--- config.mk ---
export PLATFORM = sky130hd
export DESIGN_NAME = fsh_latch_status
export DESIGN_NICKNAME = d
export VERILOG_FILES = /design/src/fsh_sync.v /design/src/fsh_byte_tx.v /design/src/fsh_latch_status.v
export VERILOG_INCLUDE_DIRS = /design/src
export SDC_FILE = /design/constraint.sdc
export NUM_CORES = 1
export LEC_CHECK = 0
export ABC_AREA = 1
export BUFFER_PORTS_ARGS = -buffer_cell sky130_fd_sc_hd__buf_4
export CAP_MARGIN = 20
export CORE_MARGIN = 5
export CORE_UTILIZATION = 60
export CTS_BUF_LIST = sky130_fd_sc_hd__clkbuf_4 sky130_fd_sc_hd__clkbuf_8
export DETAILED_ROUTE_END_ITERATION = 16
export PLACE_DENSITY = 0.79
export SLEW_MARGIN = 15
export SYNTH_ARGS = -nofsm -noshare
export SYNTH_HDL_FRONTEND = slang
export SYNTH_SLANG_ARGS = --single-unit
--- constraint.sdc ---
create_clock -name mclk_i -period 2 [get_ports mclk_i]
set_input_delay 0.3 -clock mclk_i [delete_from_list [all_inputs] [get_ports mclk_i]]
set_output_delay 0.3 -clock mclk_i [all_outputs]
set_load 0.005 [all_outputs]
--- src/fsh_consts.vh ---
`ifndef FSH_CONSTS_VH
`define FSH_CONSTS_VH

// ----------------------------------------
// opcodes
// ----------------------------------------
`define FSH_OP_LATCH_SET 8'h06
`define FSH_OP_LATCH_CLEAR 8'h04
`define FSH_OP_READ_STAT 8'h05
`define FSH_OP_READ_IDENT 8'h9f
`define FSH_OP_READ_CFG 8'h15
`define FSH_OP_WRITE_STAT 8'h01
`define FSH_OP_QPI_ON 8'h35
`define FSH_OP_QPI_OFF 8'hf5
`define FSH_OP_RST_ARM 8'h66
`define FSH_OP_RST 8'h99
`define FSH_OP_SEC_WRITE 8'h2f
`define FSH_OP_PROT_SEL 8'h68
`define FSH_OP_SINGLE_LOCK 8'h36
`define FSH_OP_SINGLE_UNLOCK 8'h39
`define FSH_OP_GANG_LOCK 8'h7e
`define FSH_OP_GANG_UNLOCK 8'h98
`define FSH_OP_PAGE_PROG 8'h02
`define FSH_OP_QUAD_PAGE_PROG 8'h38
`define FSH_OP_CONT_PROG 8'had
`define FSH_OP_SECTOR_ERASE 8'h20
`define FSH_OP_HALF_BLOCK_ERASE 8'h52
`define FSH_OP_BLOCK_ERASE 8'hd8
`define FSH_OP_CHIP_ERASE 8'h60
`define FSH_OP_CHIP_ERASE_ALT 8'hc7
`define FSH_OP_SUSPEND 8'hb0

// ----------------------------------------
// field positions and reset values
// ----------------------------------------
`define FSH_ST_BUSY 0
`define FSH_ST_LATCH 1
`define FSH_ST_PROT_LO 2
`define FSH_ST_PROT_HI 5
`define FSH_ST_QUAD 6
`define FSH_ST_LOCK 7
`define FSH_CFG_TB 3
`define FSH_CFG_DC 7
`define FSH_STAT_RST 8'h00
`define FSH_CFG_RST 8'h00

// ----------------------------------------
// framing and timing
// ----------------------------------------
`define FSH_SPI_UNITS 4'h8
`define FSH_QPI_UNITS 4'h2
`define FSH_CLK_NS 4
`define FSH_TW_NS 40000

// identity codes: arbitrary neutral values
`define FSH_MAKER_ID 8'h5a
`define FSH_DEVICE_ID 16'h3c17

`endif

--- src/fsh_sync.v ---
`timescale 1ns/1ps

module fsh_sync #(
  parameter WIDTH = 6
) (
  input wire mclk_i,
  input wire reset_i,
  input wire [WIDTH-1:0] d_i,
  output reg [WIDTH-1:0] q_o
);

  reg [WIDTH-1:0] meta_reg;

  // ----------------------------------------
  // two flops, first one read only by second
  // ----------------------------------------
  always @(posedge mclk_i) begin
    if (reset_i) begin
      meta_reg <= {WIDTH{1'b1}};
      q_o <= {WIDTH{1'b1}};
    end else begin
      meta_reg <= d_i;
      q_o <= meta_reg;
    end
  end

endmodule

--- src/fsh_byte_tx.v ---
`timescale 1ns/1ps
`include "fsh_consts.vh"

module fsh_byte_tx (
  input wire mclk_i,
  input wire reset_i,
  input wire load_i,
  input wire [7:0] byte_i,
  input wire quad_i,
  input wire step_i,
  output wire [3:0] bits_o,
  output wire last_o
);

  reg [7:0] sh_reg;
  reg [3:0] left_reg;

  // msb first: one bit on one line, or a nibble on four
  assign bits_o = quad_i ? sh_reg[7:4] : {3'b000, sh_reg[7]};
  assign last_o = (left_reg == 4'h1);

  always @(posedge mclk_i) begin
    if (reset_i) begin
      sh_reg <= 8'h00;
      left_reg <= 4'h0;
    end else if (load_i) begin
      sh_reg <= byte_i;
      left_reg <= quad_i ? `FSH_QPI_UNITS : `FSH_SPI_UNITS;
    end else if (step_i) begin
      sh_reg <= quad_i ? {sh_reg[3:0], 4'h0} : {sh_reg[6:0], 1'b0};
      left_reg <= left_reg - 4'h1;
    end
  end

endmodule

--- src/fsh_latch_status.v ---
`timescale 1ns/1ps
`include "fsh_consts.vh"

// How it works
// - latch-set opcode in a frame sets latch
// - content commands need a fresh latch set
// - opcodes as 8 single or 2 quad clocks
// - latch-clear opcode in a frame clears latch
// - latch cleared at reset and content completion
// - ident: 24 bits msb first, spi only
// - ident not decoded while busy
// - status read repeats current byte until deselect
// - configuration read allowed at any time
// - status bit0 shows operation in progress
// - latch clear refuses program, erase, status-write
// - protected program or erase drops latch
// - protect level bits change only by status-write
// - chip erase only with zero protect level
// - quad enable disables write-protect pin
// - lock plus low write-protect rejects status-write
// - otp top/bottom bit, volatile dummy select
// - status-write cycle busy, then clears latch
module fsh_latch_status #(
  parameter [23:0] TW_CYC = (`FSH_TW_NS + `FSH_CLK_NS - 1) / `FSH_CLK_NS,
  parameter [7:0] MAKER_ID = `FSH_MAKER_ID,
  parameter [15:0] DEVICE_ID = `FSH_DEVICE_ID
) (
  input wire mclk_i,
  input wire reset_i,
  input wire cs_n_i,
  input wire sclk_i,
  input wire [3:0] sio_i,
  input wire area_protected_i,
  input wire array_busy_i,
  input wire array_done_i,
  output reg [3:0] sio_o,
  output reg [3:0] sio_oe_n_o,
  output reg array_go_o,
  output reg [7:0] array_op_o,
  output reg [3:0] protect_level_bits_o,
  output reg quad_io_enable_o,
  output reg stat_write_lock_o,
  output reg top_bottom_select_o,
  output reg dummy_count_select_o,
  output reg four_line_cmd_mode_o
);

  localparam SEL_STAT = 2'd0;
  localparam SEL_CFG = 2'd1;
  localparam SEL_ID = 2'd2;
  localparam [7:0] STAT_RST = `FSH_STAT_RST, CFG_RST = `FSH_CFG_RST;

  // ----------------------------------------
  // pin sampling and edge detection
  // ----------------------------------------
  wire [5:0] pin_s;
  wire cs_n_s;
  wire sclk_s;
  wire [3:0] sio_s;
  reg sclk_d_reg;
  reg cs_n_d_reg;

  fsh_sync #(.WIDTH(6)) u_sync (
    .mclk_i(mclk_i),
    .reset_i(reset_i),
    .d_i({cs_n_i, sclk_i, sio_i}),
    .q_o(pin_s)
  );

  assign cs_n_s = pin_s[5];
  assign sclk_s = pin_s[4];
  assign sio_s = pin_s[3:0];

  wire sclk_rise = sclk_s & ~sclk_d_reg & ~cs_n_s;
  wire sclk_fall = ~sclk_s & sclk_d_reg & ~cs_n_s;
  wire cs_fall = ~cs_n_s & cs_n_d_reg;
  wire cs_rise = cs_n_s & ~cs_n_d_reg;

  always @(posedge mclk_i) begin
    if (reset_i) begin
      sclk_d_reg <= 1'b0;
      cs_n_d_reg <= 1'b1;
    end else begin
      sclk_d_reg <= sclk_s;
      cs_n_d_reg <= cs_n_s;
    end
  end

  // ----------------------------------------
  // state declarations
  // ----------------------------------------
  reg [7:0] rx_reg;
  reg [3:0] unit_cnt_reg;
  reg [1:0] byte_cnt_reg;
  reg [7:0] op_reg;
  reg [7:0] data0_reg;
  reg [7:0] data1_reg;
  reg frame_quad_reg;
  reg tx_on_reg;
  reg [1:0] tx_sel_reg;
  reg [1:0] id_idx_reg;
  reg write_latch_flag_reg;
  reg wr_busy_reg;
  reg [23:0] tw_cnt_reg;
  reg [5:0] new_stat_reg;
  reg [1:0] new_cfg_reg;
  reg cfg_pend_reg;
  reg rst_armed_reg;

  // ----------------------------------------
  // status and configuration bytes
  // ----------------------------------------
  wire busy = wr_busy_reg | array_busy_i;
  // quad enable or quad framing turns off pin protection
  wire hw_protect_mode = stat_write_lock_o & ~sio_s[2] & ~quad_io_enable_o & ~four_line_cmd_mode_o;
  reg [7:0] flash_status_byte;
  reg [7:0] cfg_byte;

  always @* begin
    flash_status_byte = 8'h00;
    flash_status_byte[`FSH_ST_BUSY] = busy;
    flash_status_byte[`FSH_ST_LATCH] = write_latch_flag_reg;
    flash_status_byte[`FSH_ST_PROT_HI:`FSH_ST_PROT_LO] = protect_level_bits_o;
    flash_status_byte[`FSH_ST_QUAD] = quad_io_enable_o;
    flash_status_byte[`FSH_ST_LOCK] = stat_write_lock_o;
    cfg_byte = 8'h00;
    cfg_byte[`FSH_CFG_TB] = top_bottom_select_o;
    cfg_byte[`FSH_CFG_DC] = dummy_count_select_o;
  end

  function [7:0] tx_byte_f;
    input [1:0] sel;
    input [1:0] idx;
    input [7:0] st;
    input [7:0] cf;
    begin
      if (sel == SEL_STAT) tx_byte_f = st;
      else if (sel == SEL_CFG) tx_byte_f = cf;
      else if (idx == 2'd0) tx_byte_f = MAKER_ID;
      else if (idx == 2'd1) tx_byte_f = DEVICE_ID[15:8];
      else if (idx == 2'd2) tx_byte_f = DEVICE_ID[7:0];
      else tx_byte_f = 8'h00;
    end
  endfunction

  // ----------------------------------------
  // opcode and data collection
  // ----------------------------------------
  // spi takes only line 0, quad takes a nibble
  wire [7:0] rx_next = frame_quad_reg ? {rx_reg[3:0], sio_s} : {rx_reg[6:0], sio_s[0]};
  wire [3:0] units_m1 = (frame_quad_reg ? `FSH_QPI_UNITS : `FSH_SPI_UNITS) - 4'h1;
  wire byte_done = sclk_rise & (unit_cnt_reg == units_m1);
  wire op_done = byte_done & (byte_cnt_reg == 2'd0);

  reg rd_ok;
  reg [1:0] rd_sel;

  always @* begin
    rd_ok = 1'b0;
    rd_sel = SEL_STAT;
    // status read accepted even while busy
    if (rx_next == `FSH_OP_READ_STAT) begin
      rd_ok = 1'b1;
    // configuration read accepted even while busy
    end else if (rx_next == `FSH_OP_READ_CFG) begin
      rd_ok = 1'b1;
      rd_sel = SEL_CFG;
    // ident ignored while busy, single-line only
    end else if (rx_next == `FSH_OP_READ_IDENT && !frame_quad_reg && !busy) begin
      rd_ok = 1'b1;
      rd_sel = SEL_ID;
    end
  end

  // ----------------------------------------
  // reply shifter
  // ----------------------------------------
  wire [3:0] tx_bits;
  wire tx_last;
  wire tx_reload = sclk_fall & tx_on_reg & tx_last;
  wire tx_load = (op_done & rd_ok) | tx_reload;
  wire tx_step = sclk_fall & tx_on_reg & ~tx_last;
  // each reload takes the live status again
  wire [7:0] tx_byte = op_done ? tx_byte_f(rd_sel, 2'd0, flash_status_byte, cfg_byte)
                               : tx_byte_f(tx_sel_reg, id_idx_reg, flash_status_byte, cfg_byte);

  fsh_byte_tx u_tx (
    .mclk_i(mclk_i),
    .reset_i(reset_i),
    .load_i(tx_load),
    .byte_i(tx_byte),
    .quad_i(frame_quad_reg),
    .step_i(tx_step),
    .bits_o(tx_bits),
    .last_o(tx_last)
  );

  always @(posedge mclk_i) begin
    if (reset_i) begin
      rx_reg <= 8'h00;
      unit_cnt_reg <= 4'h0;
      byte_cnt_reg <= 2'd0;
      op_reg <= 8'h00;
      data0_reg <= 8'h00;
      data1_reg <= 8'h00;
      frame_quad_reg <= 1'b0;
      tx_on_reg <= 1'b0;
      tx_sel_reg <= SEL_STAT;
      id_idx_reg <= 2'd0;
    end else if (cs_fall) begin
      unit_cnt_reg <= 4'h0;
      byte_cnt_reg <= 2'd0;
      op_reg <= 8'h00;
      tx_on_reg <= 1'b0;
      frame_quad_reg <= four_line_cmd_mode_o;
    end else if (cs_n_s) begin
      tx_on_reg <= 1'b0;
    end else if (sclk_rise) begin
      rx_reg <= rx_next;
      if (byte_done) begin
        unit_cnt_reg <= 4'h0;
        if (byte_cnt_reg != 2'd3) begin
          byte_cnt_reg <= byte_cnt_reg + 2'd1;
        end
        case (byte_cnt_reg)
          2'd0: op_reg <= rx_next;
          2'd1: data0_reg <= rx_next;
          2'd2: data1_reg <= rx_next;
          default: ;
        endcase
        // reply armed right after the last opcode bit
        if (op_done && rd_ok) begin
          tx_on_reg <= 1'b1;
          tx_sel_reg <= rd_sel;
          id_idx_reg <= 2'd1;
        end
      end else begin
        unit_cnt_reg <= unit_cnt_reg + 4'h1;
      end
    end else if (tx_reload && tx_sel_reg == SEL_ID && id_idx_reg != 2'd3) begin
      id_idx_reg <= id_idx_reg + 2'd1;
    end
  end

  // ----------------------------------------
  // pin drivers
  // ----------------------------------------
  always @(posedge mclk_i) begin
    // output stops as soon as select rises
    if (reset_i || cs_n_s) begin
      sio_o <= 4'h0;
      sio_oe_n_o <= 4'hf;
    end else if (sclk_fall && tx_on_reg) begin
      if (frame_quad_reg) begin
        sio_o <= tx_bits;
        sio_oe_n_o <= 4'h0;
      end else begin
        sio_o <= {2'b00, tx_bits[0], 1'b0};
        sio_oe_n_o <= 4'hd;
      end
    end
  end

  // ----------------------------------------
  // end of frame command decode
  // ----------------------------------------
  // single-byte commands must end exactly on a byte boundary
  wire frame_ok = cs_rise & (unit_cnt_reg == 4'h0) & (byte_cnt_reg != 2'd0);
  wire may_change = write_latch_flag_reg & ~busy;
  reg wel_set;
  reg wel_clr;
  reg go;
  reg qpi_set;
  reg qpi_clr;
  reg arm;
  reg soft_rst;
  reg wr_start;

  always @* begin
    wel_set = 1'b0;
    wel_clr = 1'b0;
    go = 1'b0;
    qpi_set = 1'b0;
    qpi_clr = 1'b0;
    arm = 1'b0;
    soft_rst = 1'b0;
    wr_start = 1'b0;
    if (frame_ok) begin
      case (op_reg)
        `FSH_OP_LATCH_SET: wel_set = 1'b1;
        `FSH_OP_LATCH_CLEAR: wel_clr = 1'b1;
        `FSH_OP_QPI_ON: qpi_set = ~busy;
        `FSH_OP_QPI_OFF: qpi_clr = ~busy;
        `FSH_OP_RST_ARM: arm = 1'b1;
        `FSH_OP_RST: begin
          soft_rst = rst_armed_reg;
          wel_clr = rst_armed_reg;
        end
        `FSH_OP_SUSPEND: wel_clr = 1'b1;
        `FSH_OP_WRITE_STAT: wr_start = may_change & ~hw_protect_mode & (byte_cnt_reg >= 2'd2);
        `FSH_OP_PAGE_PROG, `FSH_OP_QUAD_PAGE_PROG, `FSH_OP_CONT_PROG, `FSH_OP_SECTOR_ERASE,
        `FSH_OP_HALF_BLOCK_ERASE, `FSH_OP_BLOCK_ERASE: begin
          if (may_change) begin
            wel_clr = area_protected_i;
            go = ~area_protected_i;
          end
        end
        `FSH_OP_CHIP_ERASE, `FSH_OP_CHIP_ERASE_ALT: begin
          // any protect level blocks chip erase
          if (may_change) begin
            wel_clr = (protect_level_bits_o != 4'h0);
            go = (protect_level_bits_o == 4'h0);
          end
        end
        // latch needed for every content change
        `FSH_OP_SEC_WRITE, `FSH_OP_PROT_SEL, `FSH_OP_SINGLE_LOCK, `FSH_OP_SINGLE_UNLOCK,
        `FSH_OP_GANG_LOCK, `FSH_OP_GANG_UNLOCK: go = may_change;
        default: ;
      endcase
    end
  end

  // ----------------------------------------
  // status-write cycle
  // ----------------------------------------
  wire wr_done = wr_busy_reg & (tw_cnt_reg == TW_CYC - 24'd1);

  always @(posedge mclk_i) begin
    if (reset_i) begin
      wr_busy_reg <= 1'b0;
      tw_cnt_reg <= 24'h000000;
      new_stat_reg <= 6'h00;
      new_cfg_reg <= 2'b00;
      cfg_pend_reg <= 1'b0;
      protect_level_bits_o <= STAT_RST[`FSH_ST_PROT_HI:`FSH_ST_PROT_LO];
      quad_io_enable_o <= STAT_RST[`FSH_ST_QUAD];
      stat_write_lock_o <= STAT_RST[`FSH_ST_LOCK];
      top_bottom_select_o <= CFG_RST[`FSH_CFG_TB];
      dummy_count_select_o <= CFG_RST[`FSH_CFG_DC];
    end else if (wr_start) begin
      // busy for the whole self-timed cycle
      wr_busy_reg <= 1'b1;
      tw_cnt_reg <= 24'h000000;
      new_stat_reg <= data0_reg[7:2];
      new_cfg_reg <= {data1_reg[`FSH_CFG_DC], data1_reg[`FSH_CFG_TB]};
      cfg_pend_reg <= (byte_cnt_reg == 2'd3);
    end else if (wr_done) begin
      wr_busy_reg <= 1'b0;
      protect_level_bits_o <= new_stat_reg[3:0];
      quad_io_enable_o <= new_stat_reg[4];
      stat_write_lock_o <= new_stat_reg[5];
      if (cfg_pend_reg) begin
        // top/bottom is one-time: it can only be set
        top_bottom_select_o <= top_bottom_select_o | new_cfg_reg[0];
        dummy_count_select_o <= new_cfg_reg[1];
      end
    end else if (wr_busy_reg) begin
      tw_cnt_reg <= tw_cnt_reg + 24'h000001;
    end
  end

  // ----------------------------------------
  // latch, mode and array hand-off
  // ----------------------------------------
  always @(posedge mclk_i) begin
    if (reset_i) begin
      write_latch_flag_reg <= 1'b0;
      four_line_cmd_mode_o <= 1'b0;
      rst_armed_reg <= 1'b0;
      array_go_o <= 1'b0;
      array_op_o <= 8'h00;
    end else begin
      // set wins over any clear landing in the same cycle
      if (wel_set) begin
        write_latch_flag_reg <= 1'b1;
      end else if (wel_clr || wr_done || array_done_i) begin
        write_latch_flag_reg <= 1'b0;
      end
      if (qpi_set) begin
        four_line_cmd_mode_o <= 1'b1;
      end else if (qpi_clr || soft_rst) begin
        four_line_cmd_mode_o <= 1'b0;
      end
      // arming survives only into the very next command frame
      if (frame_ok) begin
        rst_armed_reg <= arm;
      end
      array_go_o <= go;
      if (go) begin
        array_op_o <= op_reg;
      end
    end
  end

endmodule

# After elaboration in Yosys (flattened, before gate mapping)

Index checks and enable logic that the tools add are counted.

$lt $le $gt $ge: 1
Mux-type cells: 54
Reductions and logical operators: 44
Add/subtract/negate cells: 6
Bitwise operators: 38
Equal/unequal tests: 40

Operators with widths:

| kind                    | count |
|---|---|
| $mux W8                 | 9 |
| $eq A8 B8 Y1 const B    | 8 |
| $eq A8 B6 Y1 const B    | 6 |
| $eq A8 B7 Y1 const B    | 5 |
| $mux W4                 | 7 |
| $mux W1                 | 26 |
| $add A24 B1 Y24 const B | 1 |
| $eq A24 B14 Y1 const B  | 1 |
| $eq A8 B3 Y1 const B    | 3 |
| $and A1 B1 Y1           | 21 |
| $reduce_and A5 Y1       | 4 |
| $mux W2                 | 7 |
| $not A1 Y1              | 14 |
| $reduce_bool A2 Y1      | 6 |
| $reduce_or A6 Y1        | 2 |
| $reduce_and A3 Y1       | 3 |
| $eq A2 B1 Y1 const B    | 4 |
| $eq A2 B2 Y1 const B    | 4 |
| $eq A8 B1 Y1 const B    | 1 |
| $eq A8 B2 Y1 const B    | 1 |
| $eq A8 B5 Y1 const B    | 1 |
| $logic_not A2 Y1        | 4 |
| $logic_not A4 Y1        | 2 |
| $reduce_and A4 Y1       | 2 |
| 21 further kinds        | 41 |

Register bits: 131
Word-level logic and storage cells: 216
Input port bits: 11
Output and inout bits: 26

# Depth between registers and ports, before layout

Gate-level depths: netlist (run 1).

Word-level depth: 12
Mapped depth: 16
Gate-level depth less buffers: 14

# Hierarchy

From an unflattened synthesis (run 1), not the netlist that was laid out.

Cells, all modules: 876
Area, all modules: 6,147.1 µm²

By module, submodules not included:

| module           | seq. area each (µm²) | area each (µm²) | instances | cells each |
|---|---|---|---|---|
| fsh_latch_status | 1,941.9              | 5,176.2         | 1         | 748 |
| fsh_byte_tx      | 240.2                | 625.6           | 1         | 90 |
| fsh_sync         | 240.2                | 345.3           | 1         | 38 |

# Worst setup path after synthesis (run 1)

Ideal clock, no wire load.

Path type: reg2reg
Start: register tw_cnt_reg[0]
End: register protect_level_bits_o[0]
Slack: 0.166 ns
Stages on the path, launching flop included: 10
Buffers on the path: 1
Arrival time: 1.706 ns
Setup time: 0.128 ns
Clock period less this slack: 1.834 ns
Required time: 1.872 ns
Path through: dfxtp_1 ha_1 nand2_1 nor2_2 nand2_1 nor4_1 nand3_1 buf_2 o21ai_0 nor2_1

Cells in the longest elaborated chain, start to end: 3

Ends and longest elaborated chain:

| what                        | line                   | RTL |
|---|---|---|
| start: declaration          | fsh_latch_status.v:104 | `reg [23:0] tw_cnt_reg;` |
| start signal: assignment    | fsh_latch_status.v:358 | `tw_cnt_reg <= tw_cnt_reg + 24'h000001;` |
| $eq A24 B14 Y1              | fsh_latch_status.v:326 | `wire wr_done = wr_busy_reg & (tw_cnt_reg == TW_CYC - 24'd1);` |
| $and A1 B1 Y1               | fsh_latch_status.v:326 |  |
| $reduce_and A2 Y1 (no line) | n/a                    |  |
| end signal: assignment      | fsh_latch_status.v:335 | `` protect_level_bits_o <= STAT_RST[`FSH_ST_PROT_HI:`FSH_ST_PROT_LO]; `` |
| end signal: assignment      | fsh_latch_status.v:349 | `protect_level_bits_o <= new_stat_reg[3:0];` |
| end: declaration            | fsh_latch_status.v:40  | `output reg [3:0] protect_level_bits_o,` |

Every way passes these cells.
A chain may end at the register's enable or synchronous reset.

# Final worst setup path (run 1)

Start: register wr_busy_reg
End: register tw_cnt_reg[14]

Cells in the longest elaborated chain, start to end: 8
Elaborated cells on any way between the ends: 11
Classes of those cells: 2 x mux; 7 x bitwise; 2 x reduce/logical

Ends and longest elaborated chain:

| what                       | line                   | RTL |
|---|---|---|
| start: declaration         | fsh_latch_status.v:103 | `reg wr_busy_reg;` |
| start signal: assignment   | fsh_latch_status.v:330 | `wr_busy_reg <= 1'b0;` |
| start signal: assignment   | fsh_latch_status.v:342 | `wr_busy_reg <= 1'b1;` |
| start signal: assignment   | fsh_latch_status.v:348 | `wr_busy_reg <= 1'b0;` |
| $or A1 B1 Y1               | fsh_latch_status.v:113 | `wire busy = wr_busy_reg \| array_busy_i;` |
| $not A1 Y1                 | fsh_latch_status.v:269 | `wire may_change = write_latch_flag_reg & ~busy;` |
| $and A1 B1 Y1              | fsh_latch_status.v:269 |  |
| $and A1 B1 Y1 (2 in a row) | fsh_latch_status.v:300 | `` `FSH_OP_WRITE_STAT: wr_start = may_change & ~hw_protect_mode & (byte_cnt_reg >= 2'd2); `` |
| $mux W1                    | fsh_latch_status.v:289 | `case (op_reg)` |
| $mux W1                    | fsh_latch_status.v:288 | `if (frame_ok) begin` |
| $reduce_or A2 Y1 (no line) | n/a                    |  |

Parallel ways exist; a longest one is shown, timed or not.

==> flow_summary.rst, run 1 <==
.. list-table::
   :header-rows: 1

   * - Metric
     - Value
   * - Status
     - finished, final reports clean
   * - Design Power
     - 4.85 mW
   * - Maximum count of clock buffers along a single path
     - 2
   * - Dpl hpwl
     - 11,400 um
   * - PwrDens
     - 667 nW/um^2
   * - Max Used Layer
     - met4
   * - Initial antenna violation count
     - 0
   * - Via count of the first global-routing pass
     - 5,443
   * - Area added between synthesis and finish
     - 16.6%
   * - Critical path startpoint category
     - flop
   * - Global-route total usage across every layer
     - 25.6%
   * - Initial core utilization
     - 61.0%
   * - TritonRoute pass-1 iters
     - 6
   * - Clock insertion delay at the later pin of the skew report
     - 0.44 ns
   * - Number of flops mapped to enable cells by yosys
     - 0
   * - Crit path largest cell delay
     - 0.31 ns
   * - Clock Sinks
     - 121
   * - DIE HEIGHT
     - 112 um
   * - Mapped Avg Cell Area
     - 6.82 um^2
   * - Total standard cell area after synthesis
     - 6240 um^2
   * - Hold_buf cts
     - 0
   * - Count of pins over their slew limit
     - 0
   * - Nets@finish
     - 999
   * - Final Cycle Share
     - 95.6%
   * - Combined buffer and inverter count along the critical path
     - 3
   * - Fillers
     - 894
   * - Most prevalent standard cell on the critical path
     - sky130_fd_sc_hd__nor2_1
   * - CP Capture Type
     - flop
   * - Final Worst Setup Slack
     - 0.0873 ns
   * - Wirelength per Cell
     - 14.1 um
   * - Initial DRC count
     - 526
   * - Cell row count
     - 37
   * - Most used cells in the layout excluding fill and tap cells
     - sky130_fd_sc_hd__nand2_1 (205), sky130_fd_sc_hd__dfxtp_1 (120), sky130_fd_sc_hd__inv_1 (102)
   * - Hold Vio Cnt, Final
     - 0
   * - Wire length of the first global-routing pass
     - 26,300 um
   * - Worst Setup Path Type
     - flop to flop
   * - Slowest CP cell
     - sky130_fd_sc_hd__dfxtp_1
   * - Worst IR drop on VDD
     - 0.498 mV
   * - Critical Path, Cell by Cell
     - nor2_1 > inv_1 > nor2_1 > nand2_1 > nor2_1 > and2_2 > nor2_1 > inv_1 > buf_12 > a21oi_1
   * - Width of the chip
     - 112 um
   * - Post-placement setup slack
     - -0.0151 ns
   * - Detail Route met2 WL
     - 7140 um
   * - Number of different library cells in the post-synthesis netlist
     - 37
   * - Most common cell after layout, fill and taps aside
     - sky130_fd_sc_hd__nand2_1
   * - Synth warn
     - 0
   * - Leakage component of the power
     - 2.99 nW
   * - Max-cap violations
     - 0
   * - Clock tree from TritonCTS
     - done
   * - Detailed-routing wirelength on met1
     - 7170 um
   * - Area fraction of the dominant cell type after synthesis
     - 38.8%
   * - Placement Cell Area
     - 6780 um^2
   * - Top flip-flop cell by instance count after synthesis
     - sky130_fd_sc_hd__dfxtp_1
   * - Instance count of the mapped netlist
     - 914
   * - CTS Buf Count
     - 17
   * - Vias per inst
     - 5.42
   * - Detailed-route via count
     - 6,072
   * - Number of endpoints failing setup at the final stage
     - 0
   * - Largest register FFs
     - 24
   * - Leftover overflow at the end of global routing
     - 0
   * - Final weighted congestion of routability-driven global placement
     - 0.935
   * - WL final
     - 15,800 um
   * - Root cell of the clock tree
     - sky130_fd_sc_hd__clkbuf_8
   * - Area of the placeable core
     - 10,200 um^2
   * - Die area
     - 12,500 um^2
   * - Clk_skew
     - 0.0126 ns
   * - H-Tree Depth
     - 4
   * - Number of I/O pins
     - 37
   * - Post-synthesis sequential area ratio
     - 38.8%
   * - Clock-pin slew on the worst setup and hold paths
     - 0.06 ns
   * - Slew Limit Headroom
     - 66.5%
   * - Hold Worst Slack
     - 0.0416 ns
   * - Critical Path RT
     - 2.32 ns
   * - Number of inserted diodes
     - 0
   * - Cell type with the highest aggregate area in the netlist
     - sky130_fd_sc_hd__dfxtp_1
   * - Met3 Routed Length
     - 1050 um
   * - Layout cell share with drive strength beyond 1
     - 16.0%
   * - Residual DRC
     - 0
   * - Arrival time worst endpoint
     - 2.23 ns
   * - Crit Path Max Fanout
     - 22
   * - Class of the worst hold path
     - input port to flop
   * - Post-route ant nets
     - 0
   * - Slew at the pin closest to its max-slew limit
     - 0.497 ns
   * - Cell class contributing the biggest share of worst-path delay
     - simple AND/OR/NAND/NOR gates
   * - Top achievable clock speed
     - 0.523 GHz
   * - Net Count, Synth
     - 939
   * - Port Buffer Count
     - 36
   * - Cells taking the most area after synthesis
     - sky130_fd_sc_hd__dfxtp_1 (39%), sky130_fd_sc_hd__nand2_1 (12%), sky130_fd_sc_hd__a21oi_1 (6.9%)
   * - Async SR Flop Fraction
     - 0%
   * - Maximum number of pins on one net before global-route repair
     - 43
   * - Yosys reg bits
     - 121
   * - Final Cell Area
     - 7270 um^2
   * - Time the final worst path needs with I/O delays and setup
     - 1.91 ns
## routing by layer
| metal | track usage [%] | vias to the layer above |
|---|---|---|
| li1 | - | 3074 |
| met4 | 8.33 | 0 |
| met1 | 34.2 | 2724 |
| met2 | 40.5 | 234 |
| met5 | 0 | - |
| met3 | 6.52 | 40 |
## cell usage after synthesis, drive strengths merged, types with 16 or more instances
cell and count:
nor3 23, o21ai 75, buf 20, clkbuf 17
a21oi 86, dfxtp 121, nor2 104, nand4 21
nand2 212, nand3 55, inv 110, xor2 16
## report_power, final
part	total, mW	switching [mW]	internal, mW
Clock	2.25	0.928	1.32
Sequential	2.44	0.0119	2.43
Combinational	0.169	0.105	0.0639
## cell type report
class                           count  area [um^2]  area share [%]
Clock buffer                       21          283            3.89
Clock inverter                      9          123            1.69
Inverter                          110          417            5.73
Multi-Input combinational cell    646         3230            44.4
Sequential cell                   121         2420            33.3
Tap cell                          136          170            2.34
Timing Repair Buffer               76          612            8.41
Timing Repair inverter              2         15.0           0.206
## worst paths after layout
kind	from	endpoint	slack [ns]	depth (start not counted)
worst max-delay path	wr_busy_reg$_SDFFE_PP0P_	tw_cnt_reg[14]$_SDFFE_PP0P_	0.09	10
worst max register to register	wr_busy_reg$_SDFFE_PP0P_	tw_cnt_reg[14]$_SDFFE_PP0P_	0.09	10
worst min register to register	u_sync.meta_reg[0]$_SDFF_PP1_	u_sync.q_o[0]$_SDFF_PP1_	0.41	1
worst min-delay path	sio_i[2]	u_sync.meta_reg[2]$_SDFF_PP1_	0.04	2
## logic make-up after synthesis
kind of cell	after synthesis	synth area share (%)
and+or+nand+nor	441	31.2
adders and majority gates	14	2.81
AOI/OAI and AO/OA	171	14.4
xor gates and xnor gates	20	2.81
DFF	121	38.8
buffers and inverters	147	9.97
## stage by stage
step | util [%] | cells | setup TNS (ns)
after global routing | 71.1 | 1121 | -0.0163
after floorplan | - | 914 | 0
after detailed placement | 66.3 | 1086 | -0.118
after CTS | 70.3 | 1116 | 0
after global placement | 66.3 | 1086 | 0
final | 71.1 | 1121 | 0
## what timing repair did
item / CTS / global route
gates cloned: 0 / 2
buffers inserted: 0 / 3
pin swaps: 0 / 2
gates resized for setup: 2 / 12
setup endpoints to repair: 30 / 53
No activity file was read; power rests on OpenSTA's default activity.
==> run 2: changes to the inputs <==
- ABC_AREA: 1 -> not set
- CELL_PAD_IN_SITES_DETAIL_PLACEMENT: not set -> 1
- CELL_PAD_IN_SITES_GLOBAL_PLACEMENT: not set -> 1
- CORE_UTILIZATION: 60 -> 48
- PLACE_DENSITY: 0.79 -> 0.86
==> flow_summary.rst, run 2 <==
.. list-table::
   :header-rows: 1

   * - Metric
     - Value
   * - Area occupied by multi-input gates
     - 4020 um^2 (was 3230 um^2)
   * - Instance count of the mapped netlist
     - 703 (was 914)
   * - Count of pins over their slew limit
     - 0 (unchanged)
   * - Sum Neg Setup Slack
     - -36.23 ns (was 0 ns)
   * - Initial core utilization
     - 48.3% (was 61.0%)
   * - Via count of the first global-routing pass
     - 7,350 (was 5,443)
   * - Post-route ant nets
     - 0 (unchanged)
   * - Global-route total usage across every layer
     - 39.4% (was 25.6%)
   * - Clock Sinks
     - 121 (unchanged)
   * - Leakage component of the power
     - 3.16 nW (was 2.99 nW)
   * - Net Count, Synth
     - 728 (was 939)
   * - Width of the chip
     - 122 um (was 112 um)
   * - Total standard cell area after synthesis
     - 6020 um^2 (was 6240 um^2)
   * - Arrival time worst endpoint
     - 3.02 ns (was 2.23 ns)
   * - Slew at the pin closest to its max-slew limit
     - 0.905 ns (was 0.497 ns)
   * - Synth warn
     - 0 (unchanged)
   * - Hold_buf cts
     - 0 (unchanged)
   * - Total area of sequential cells
     - 2430 um^2 (was 2420 um^2)
   * - Final Worst Setup Slack
     - -0.682 ns (was 0.0873 ns)
   * - CP Capture Type
     - flop (unchanged)
   * - Cells taking the most area after synthesis
     - sky130_fd_sc_hd__dfxtp_1 (40%), sky130_fd_sc_hd__nor2_1 (5.8%), sky130_fd_sc_hd__mux2i_1 (5.7%) (was sky130_fd_sc_hd__dfxtp_1 (39%), sky130_fd_sc_hd__nand2_1 (12%), sky130_fd_sc_hd__a21oi_1 (6.9%))
   * - CTS Buf Count
     - 17 (unchanged)
   * - Layout cell share with drive strength beyond 1
     - 41.9% (was 16.0%)
   * - Worst IR drop on VDD
     - 0.657 mV (was 0.498 mV)
   * - Port Buffer Count
     - 36 (unchanged)
   * - Dpl hpwl
     - 15,100 um (was 11,400 um)
   * - Violations in the final reports
     - negative hold slack, negative setup slack
   * - Final Cycle Share
     - 134% (was 95.6%)
   * - Async SR Flop Fraction
     - 0% (unchanged)
   * - H-Tree Depth
     - 4 (unchanged)
   * - Clk_skew
     - 0.0269 ns (was 0.0126 ns)
   * - Area of the placeable core
     - 12,500 um^2 (was 10,200 um^2)
   * - Cell row count
     - 41 (was 37)
   * - Most common cell in the synthesized netlist
     - sky130_fd_sc_hd__dfxtp_1 (was sky130_fd_sc_hd__nand2_1)
   * - Number of endpoints failing setup at the final stage
     - 88 (was 0)
   * - Initial DRC count
     - 1,263 (was 526)
   * - Fillers
     - 1,352 (was 894)
   * - Critical Path RT
     - 2.34 ns (was 2.32 ns)
   * - Final weighted congestion of routability-driven global placement
     - 0.976 (was 0.935)
   * - Worst Setup Path Type
     - flop to flop (unchanged)
   * - Maximum count of clock buffers along a single path
     - 2 (unchanged)
   * - Number of I/O pins
     - 37 (unchanged)
   * - Hold Worst Slack
     - -0.00105 ns (was 0.0416 ns)
   * - DIE HEIGHT
     - 122 um (was 112 um)
   * - Detailed-route via count
     - 7,568 (was 6,072)
   * - Post-synthesis sequential area ratio
     - 40.2% (was 38.8%)
   * - Crit Path Max Fanout
     - 4 (was 22)
   * - Cell type with the highest aggregate area in the netlist
     - sky130_fd_sc_hd__dfxtp_1 (unchanged)
   * - Wire length of the first global-routing pass
     - 43,900 um (was 26,300 um)
   * - Clock-pin slew on the worst setup and hold paths
     - 0.08 ns (was 0.06 ns)
   * - Area added between synthesis and finish
     - 46.0% (was 16.6%)
   * - Initial antenna violation count
     - 1 (was 0)
   * - Yosys reg bits
     - 121 (unchanged)
   * - Most used standard cells in the synthesized netlist
     - sky130_fd_sc_hd__dfxtp_1 (121), sky130_fd_sc_hd__nor2_1 (93), sky130_fd_sc_hd__nand2_1 (42) (was sky130_fd_sc_hd__nand2_1 (206), sky130_fd_sc_hd__dfxtp_1 (121), sky130_fd_sc_hd__inv_1 (103))
   * - Root cell of the clock tree
     - sky130_fd_sc_hd__clkbuf_8 (unchanged)
   * - Leftover overflow at the end of global routing
     - 0 (unchanged)
   * - Hold Vio Cnt, Final
     - 3 (was 0)
   * - WL final
     - 35,500 um (was 15,800 um)
   * - Clock tree from TritonCTS
     - done (unchanged)
   * - TritonRoute pass-1 iters
     - 5 (was 6)
   * - Top flip-flop cell by instance count after synthesis
     - sky130_fd_sc_hd__dfxtp_1 (unchanged)
   * - Critical path startpoint category
     - flop (unchanged)
   * - Class of the worst hold path
     - input port to flop (unchanged)
   * - Largest register FFs
     - 24 (unchanged)
   * - Most common cell after layout, fill and taps aside
     - sky130_fd_sc_hd__buf_4 (was sky130_fd_sc_hd__nand2_1)
   * - Mapped Avg Cell Area
     - 8.56 um^2 (was 6.82 um^2)
   * - Max-cap violations
     - 0 (unchanged)
   * - Top achievable clock speed
     - 0.373 GHz (was 0.523 GHz)
   * - Residual DRC
     - 0 (unchanged)
   * - Die area
     - 14,900 um^2 (was 12,500 um^2)
   * - Most used cells in the layout excluding fill and tap cells
     - sky130_fd_sc_hd__buf_4 (143), sky130_fd_sc_hd__dfxtp_1 (113), sky130_fd_sc_hd__nor2_1 (79) (was sky130_fd_sc_hd__nand2_1 (205), sky130_fd_sc_hd__dfxtp_1 (120), sky130_fd_sc_hd__inv_1 (102))
   * - Number of different library cells in the post-synthesis netlist
     - 74 (was 37)
   * - Utilization after layout
     - 70.5% (was 71.1%)
   * - Status
     - finished, violations left (was finished, final reports clean)
   * - Unrepaired setup endpoints after global routing
     - true
   * - Time the final worst path needs with I/O delays and setup
     - 2.68 ns (was 1.91 ns)
   * - Wirelength per Cell
     - 34.0 um (was 14.1 um)
   * - Nets@finish
     - 883 (was 999)
   * - Clock insertion delay at the later pin of the skew report
     - 0.50 ns (was 0.44 ns)
   * - Number of flops mapped to enable cells by yosys
     - 0 (unchanged)
   * - Area fraction of the dominant cell type after synthesis
     - 40.2% (was 38.8%)
   * - Vias per inst
     - 7.25 (was 5.42)
   * - Maximum number of pins on one net before global-route repair
     - 37 (was 43)
   * - Slew Limit Headroom
     - 37.9% (was 66.5%)
   * - PwrDens
     - 598 nW/um^2 (was 667 nW/um^2)
## run 2: cell count changes after synthesis, moves of 24 or more
cell,before,now
sky130_fd_sc_hd__a211oi_1,3,27
sky130_fd_sc_hd__a21oi_1,86,40
sky130_fd_sc_hd__inv_1,103,19
sky130_fd_sc_hd__mux2i_1,0,34
sky130_fd_sc_hd__nand2_1,206,42
sky130_fd_sc_hd__o21ai_0,60,23
## run 2: power by group
group          switching [mW]  internal [mW]  leakage (nW)
sequential             0.0150           2.42         0.980
clock                    1.21           1.43         0.218
combinational           0.110         0.0619          1.96
total                    1.34           3.91          3.16
## run 2: per-layer routing
metal  vias to the layer above  track usage, %  wire, um
li1                       2851               -         -
met1                      3569            44.1     12000
met5                         -               0        13
met2                       812            66.4     15700
met3                       334            8.54      4100
met4                         2            27.9      3720
## run 2: cell type report
cell class	count	area share, %
Clock buffer	20	3.06
Tap cell	172	2.45
Multi-Input combinational cell	517	45.7
Clock inverter	12	1.95
Inverter	19	0.812
Timing Repair Buffer	182	18.3
Antenna cell	1	0.0285
Sequential cell	121	27.7
## run 2: critical path: stages, from the launching register on
cell and delay, ns:
sky130_fd_sc_hd__dfxtp_2 0.35, sky130_fd_sc_hd__inv_2 0.06, sky130_fd_sc_hd__ha_4 0.16, sky130_fd_sc_hd__or4b_4 0.51, sky130_fd_sc_hd__or4b_4 0.56, sky130_fd_sc_hd__nor4_4 0.14
sky130_fd_sc_hd__buf_4 0.19, sky130_fd_sc_hd__buf_6 0.15, sky130_fd_sc_hd__mux2i_2 0.29, sky130_fd_sc_hd__nor2_1 0.13
## run 2: path summary, 6_finish.rpt
| path | from | endpoint | slack, ns | cells past startpoint |
|---|---|---|---|---|
| hold / removal | cs_n_i | u_sync.meta_reg[5]$_SDFF_PP1_ | -0.001 | 2 |
| setup / recovery | byte_cnt_reg[0]$_SDFFE_PP0P_ | new_stat_reg[0]$_SDFFE_PP0P_ | -0.68 | 9 |
| setup reg to reg | byte_cnt_reg[0]$_SDFFE_PP0P_ | new_stat_reg[0]$_SDFFE_PP0P_ | -0.68 | 9 |
| hold reg to reg | u_sync.meta_reg[4]$_SDFF_PP1_ | u_sync.q_o[4]$_SDFF_PP1_ | 0.42 | 1 |
## run 2: timing repair
action	CTS	global route
cloned	1	3
pin swaps	21	31
setup buffers	11	24
gates resized for setup	75	93
endpoints found under the setup margin	79	94
## run 2: through the flow
stage	setup slack [ns]	power, mW	cells	area, um^2
2_1_floorplan	-0.403	2.55	703	6100
3_3_place_gp	-0.359	2.60	975	7210
3_5_place_dp	-0.508	2.61	975	7210
4_1_cts	-0.513	5.08	1018	8130
5_1_grt	-0.704	5.33	1043	8780
6_report	-0.682	5.25	1044	8790
## run 2: logic make-up (layout without fill, tap and decap cells)
family	Yosys count	count (layout)	share of synthesized area, %
other cells	0	1	0
simple gates	297	297	26.3
fa+ha+maj	14	14	2.91
xor+xnor	21	21	3.06
flops	121	121	40.2
buf+inv	65	233	4.89
mux	34	34	5.65
compound gates	151	151	17.0
==> run 3: changes to the inputs <==
- CORE_UTILIZATION: 48 -> 39
- PLACE_DENSITY: 0.86 -> 0.73
==> flow_summary.rst, run 3 (synthesis gave the netlist of run 2 again) <==
.. list-table::
   :header-rows: 1

   * - Metric
     - Value
   * - Status
     - finished, violations left (unchanged)
   * - Violations in the final reports
     - negative setup slack (was negative hold slack, negative setup slack)
   * - Clock-pin slew on the worst setup and hold paths
     - 0.08 ns (about the same)
   * - Final Worst Setup Slack
     - -0.425 ns (was -0.682 ns)
   * - Crit Path Max Fanout
     - 3 (was 4)
   * - H-Tree Depth
     - 4 (unchanged)
   * - Critical Path RT
     - 2.34 ns (about the same)
   * - Clock insertion delay at the later pin of the skew report
     - 0.45 ns (was 0.50 ns)
   * - Width of the chip
     - 134 um (was 122 um)
   * - Critical Path, Cell by Cell
     - inv_2 > ha_4 > or4b_4 > or4b_4 > or3_4 > and3_4 > mux2i_1 > nor2_1 (was inv_2 > ha_4 > or4b_4 > or4b_4 > nor4_4 > buf_4 > buf_6 > mux2i_2 > nor2_1)
   * - Depth of the most critical reg-to-reg path
     - 8 (was 9)
   * - Area occupied by multi-input gates
     - 3680 um^2 (was 4020 um^2)
   * - Largest register FFs
     - 24 (unchanged)
   * - TritonRoute pass-1 iters
     - 5 (unchanged)
   * - Most used cells in the layout excluding fill and tap cells
     - sky130_fd_sc_hd__buf_4 (153), sky130_fd_sc_hd__dfxtp_1 (110), sky130_fd_sc_hd__nor2_1 (88) (was sky130_fd_sc_hd__buf_4 (143), sky130_fd_sc_hd__dfxtp_1 (113), sky130_fd_sc_hd__nor2_1 (79))
   * - Source of the worst hold timing path
     - sio_i[0] (was cs_n_i)
   * - Number of endpoints failing setup at the final stage
     - 71 (was 88)
   * - Slew at the pin closest to its max-slew limit
     - 0.708 ns (was 0.905 ns)
   * - Worst reg2reg setup slack
     - -0.42 ns (was -0.68 ns)
   * - Utilization after layout
     - 55.6% (was 70.5%)
   * - Final weighted congestion of routability-driven global placement
     - 0.920 (was 0.976)
   * - Dpl hpwl
     - 14,400 um (was 15,100 um)
   * - Count of pins over their slew limit
     - 0 (unchanged)
   * - Cell row count
     - 45 (was 41)
   * - Via count of the first global-routing pass
     - 6,431 (was 7,350)
   * - Critical path startpoint category
     - flop (unchanged)
   * - Final Cycle Share
     - 121% (was 134%)
   * - Slew Limit Headroom
     - 51.4% (was 37.9%)
   * - Fillers
     - 1,741 (was 1,352)
   * - Initial antenna violation count
     - 0 (was 1)
   * - Wirelength per Cell
     - 21.1 um (was 34.0 um)
   * - Arrival time worst endpoint
     - 2.77 ns (was 3.02 ns)
   * - Max-cap violations
     - 0 (unchanged)
   * - Maximum number of pins on one net before global-route repair
     - 48 (was 37)
   * - Worst Setup Path Type
     - flop to flop (unchanged)
   * - Number of I/O pins
     - 37 (unchanged)
   * - Hold Vio Cnt, Final
     - 0 (was 3)
   * - Sum Neg Setup Slack
     - -21.38 ns (was -36.23 ns)
   * - Top achievable clock speed
     - 0.412 GHz (was 0.373 GHz)
   * - Total area of sequential cells
     - 2440 um^2 (was 2430 um^2)
   * - Leftover overflow at the end of global routing
     - 0 (unchanged)
   * - Area added between synthesis and finish
     - 39.9% (was 46.0%)
   * - Hold Worst Slack
     - 0.0317 ns (was -0.00105 ns)
   * - WL final
     - 22,300 um (was 35,500 um)
   * - Post-route ant nets
     - 0 (unchanged)
   * - Hold Path Depth
     - 2 (unchanged)
   * - Number of inserted diodes
     - 0 (was 1)
   * - Time the final worst path needs with I/O delays and setup
     - 2.42 ns (was 2.68 ns)
   * - DIE HEIGHT
     - 134 um (was 122 um)
   * - Initial core utilization
     - 39.7% (was 48.3%)
   * - Worst IR drop on VDD
     - 0.437 mV (was 0.657 mV)
   * - Detailed-route via count
     - 6,185 (was 7,568)
   * - Class of the worst hold path
     - input port to flop (unchanged)
   * - Leakage component of the power
     - 3.12 nW (was 3.16 nW)
   * - Most common cell after layout, fill and taps aside
     - sky130_fd_sc_hd__buf_4 (unchanged)
   * - Residual DRC
     - 0 (unchanged)
   * - Most prevalent standard cell on the critical path
     - sky130_fd_sc_hd__or4b_4 (unchanged)
   * - Maximum count of clock buffers along a single path
     - 2 (unchanged)
   * - Port Buffer Count
     - 36 (unchanged)
   * - Vias per inst
     - 5.85 (was 7.25)
   * - Clock Sinks
     - 121 (unchanged)
   * - Global-route total usage across every layer
     - 23.8% (was 39.4%)
   * - Crit path largest cell delay
     - 0.52 ns (was 0.56 ns)
   * - Nets@finish
     - 882 (was 883)
   * - CP Capture Type
     - flop (unchanged)
   * - Clk_skew
     - 0.0127 ns (was 0.0269 ns)
   * - Post-placement setup slack
     - -0.497 ns (was -0.508 ns)
   * - Terminus of the critical flop-to-flop path
     - dummy_count_select_o$_SDFFE_PP0P_ (was new_stat_reg[0]$_SDFFE_PP0P_)
   * - Slowest CP cell
     - sky130_fd_sc_hd__or4b_4 (unchanged)
   * - End point of the worst hold path
     - u_sync.meta_reg[0]$_SDFF_PP1_ (was u_sync.meta_reg[5]$_SDFF_PP1_)
   * - Die area
     - 18,000 um^2 (was 14,900 um^2)
   * - Layout cell share with drive strength beyond 1
     - 36.7% (was 41.9%)
   * - Root cell of the clock tree
     - sky130_fd_sc_hd__clkbuf_8 (unchanged)
   * - PwrDens
     - 617 nW/um^2 (was 598 nW/um^2)
   * - CTS Buf Count
     - 17 (unchanged)
   * - Unrepaired setup endpoints after global routing
     - true (unchanged)
   * - Area of the placeable core
     - 15,100 um^2 (was 12,500 um^2)
   * - Initial DRC count
     - 357 (was 1,263)
   * - FF-to-FF Start
     - byte_cnt_reg[1]$_SDFFE_PP0P_ (was byte_cnt_reg[0]$_SDFFE_PP0P_)
   * - Clock tree from TritonCTS
     - done (unchanged)
   * - Wire length of the first global-routing pass
     - 34,200 um (was 43,900 um)
run 3: how the worst max path moves through the flow:
stage / from / end / slack, ns / depth (start not counted)
after floorplan: byte_cnt_reg[1]$_SDFFE_PP0P_ / tw_cnt_reg[19]$_SDFFE_PP0P_ / -0.40 / 10
after global placement: frame_quad_reg$_SDFFE_PP0P_ / u_tx.sh_reg[7]$_SDFFE_PP0P_ / -0.44 / 10
after detailed placement: frame_quad_reg$_SDFFE_PP0P_ / u_tx.sh_reg[7]$_SDFFE_PP0P_ / -0.50 / 10
after CTS: byte_cnt_reg[0]$_SDFFE_PP0P_ / dummy_count_select_o$_SDFFE_PP0P_ / -0.39 / 8
after global routing: byte_cnt_reg[1]$_SDFFE_PP0P_ / dummy_count_select_o$_SDFFE_PP0P_ / -0.51 / 8
final: byte_cnt_reg[1]$_SDFFE_PP0P_ / dummy_count_select_o$_SDFFE_PP0P_ / -0.42 / 8
run 3: final cells by class:
type | count | share of cell area [%]
multi-input combinational | 517 | 43.7
sequential | 121 | 28.9
timing repair buffer | 181 | 18.1
clock buffer | 21 | 3.36
tap | 188 | 2.79
clock inverter | 11 | 2.29
inverter | 19 | 0.847
run 3: timing repair:
| action | in CTS | in global routing |
|---|---|---|
| gates resized for setup | 59 | 39 |
| pin swaps | 22 | 14 |
| buffers inserted | 20 | 14 |
| endpoints found under the setup margin | 76 | 81 |
| gates cloned | 0 | 0 |
| hold buffers | 0 | 0 |
run 3: layer usage:
metal  wire [um]  vias to the layer above  GRT usage [%]
met5           0                        -              0
met2       11200                      184           40.6
li1            -                     2843              -
met1        9320                     3099           28.9
met3        1120                       59           5.66
met4         675                        0           9.45
run 3: critical path: cells and delay by family (launching register included):
family,cells,cell delay [ns]
multiplexers,1,0.14
AND/OR/NAND/NOR,5,1.63
buffers and inverters,1,0.05
adder cells (fa/ha/maj),1,0.15
flip-flops,1,0.34
run 3: power by group:
part / switching (mW) / leakage, nW / internal [mW] / total (mW)
sequential: 0.0104 / 0.981 / 2.42 / 2.43
combinational: 0.0824 / 1.90 / 0.0531 / 0.136
clock: 1.03 / 0.235 / 1.60 / 2.63
total: 1.12 / 3.12 / 4.07 / 5.20
run 3: through the flow:
stage | instances | cell area [um^2] | total power [mW]
global route | 1058 | 8420 | 5.37
floorplan | 703 | 6100 | 2.55
detailed placement | 999 | 7320 | 2.61
CTS | 1048 | 8200 | 5.22
global placement | 999 | 7320 | 2.60
finish | 1058 | 8420 | 5.20
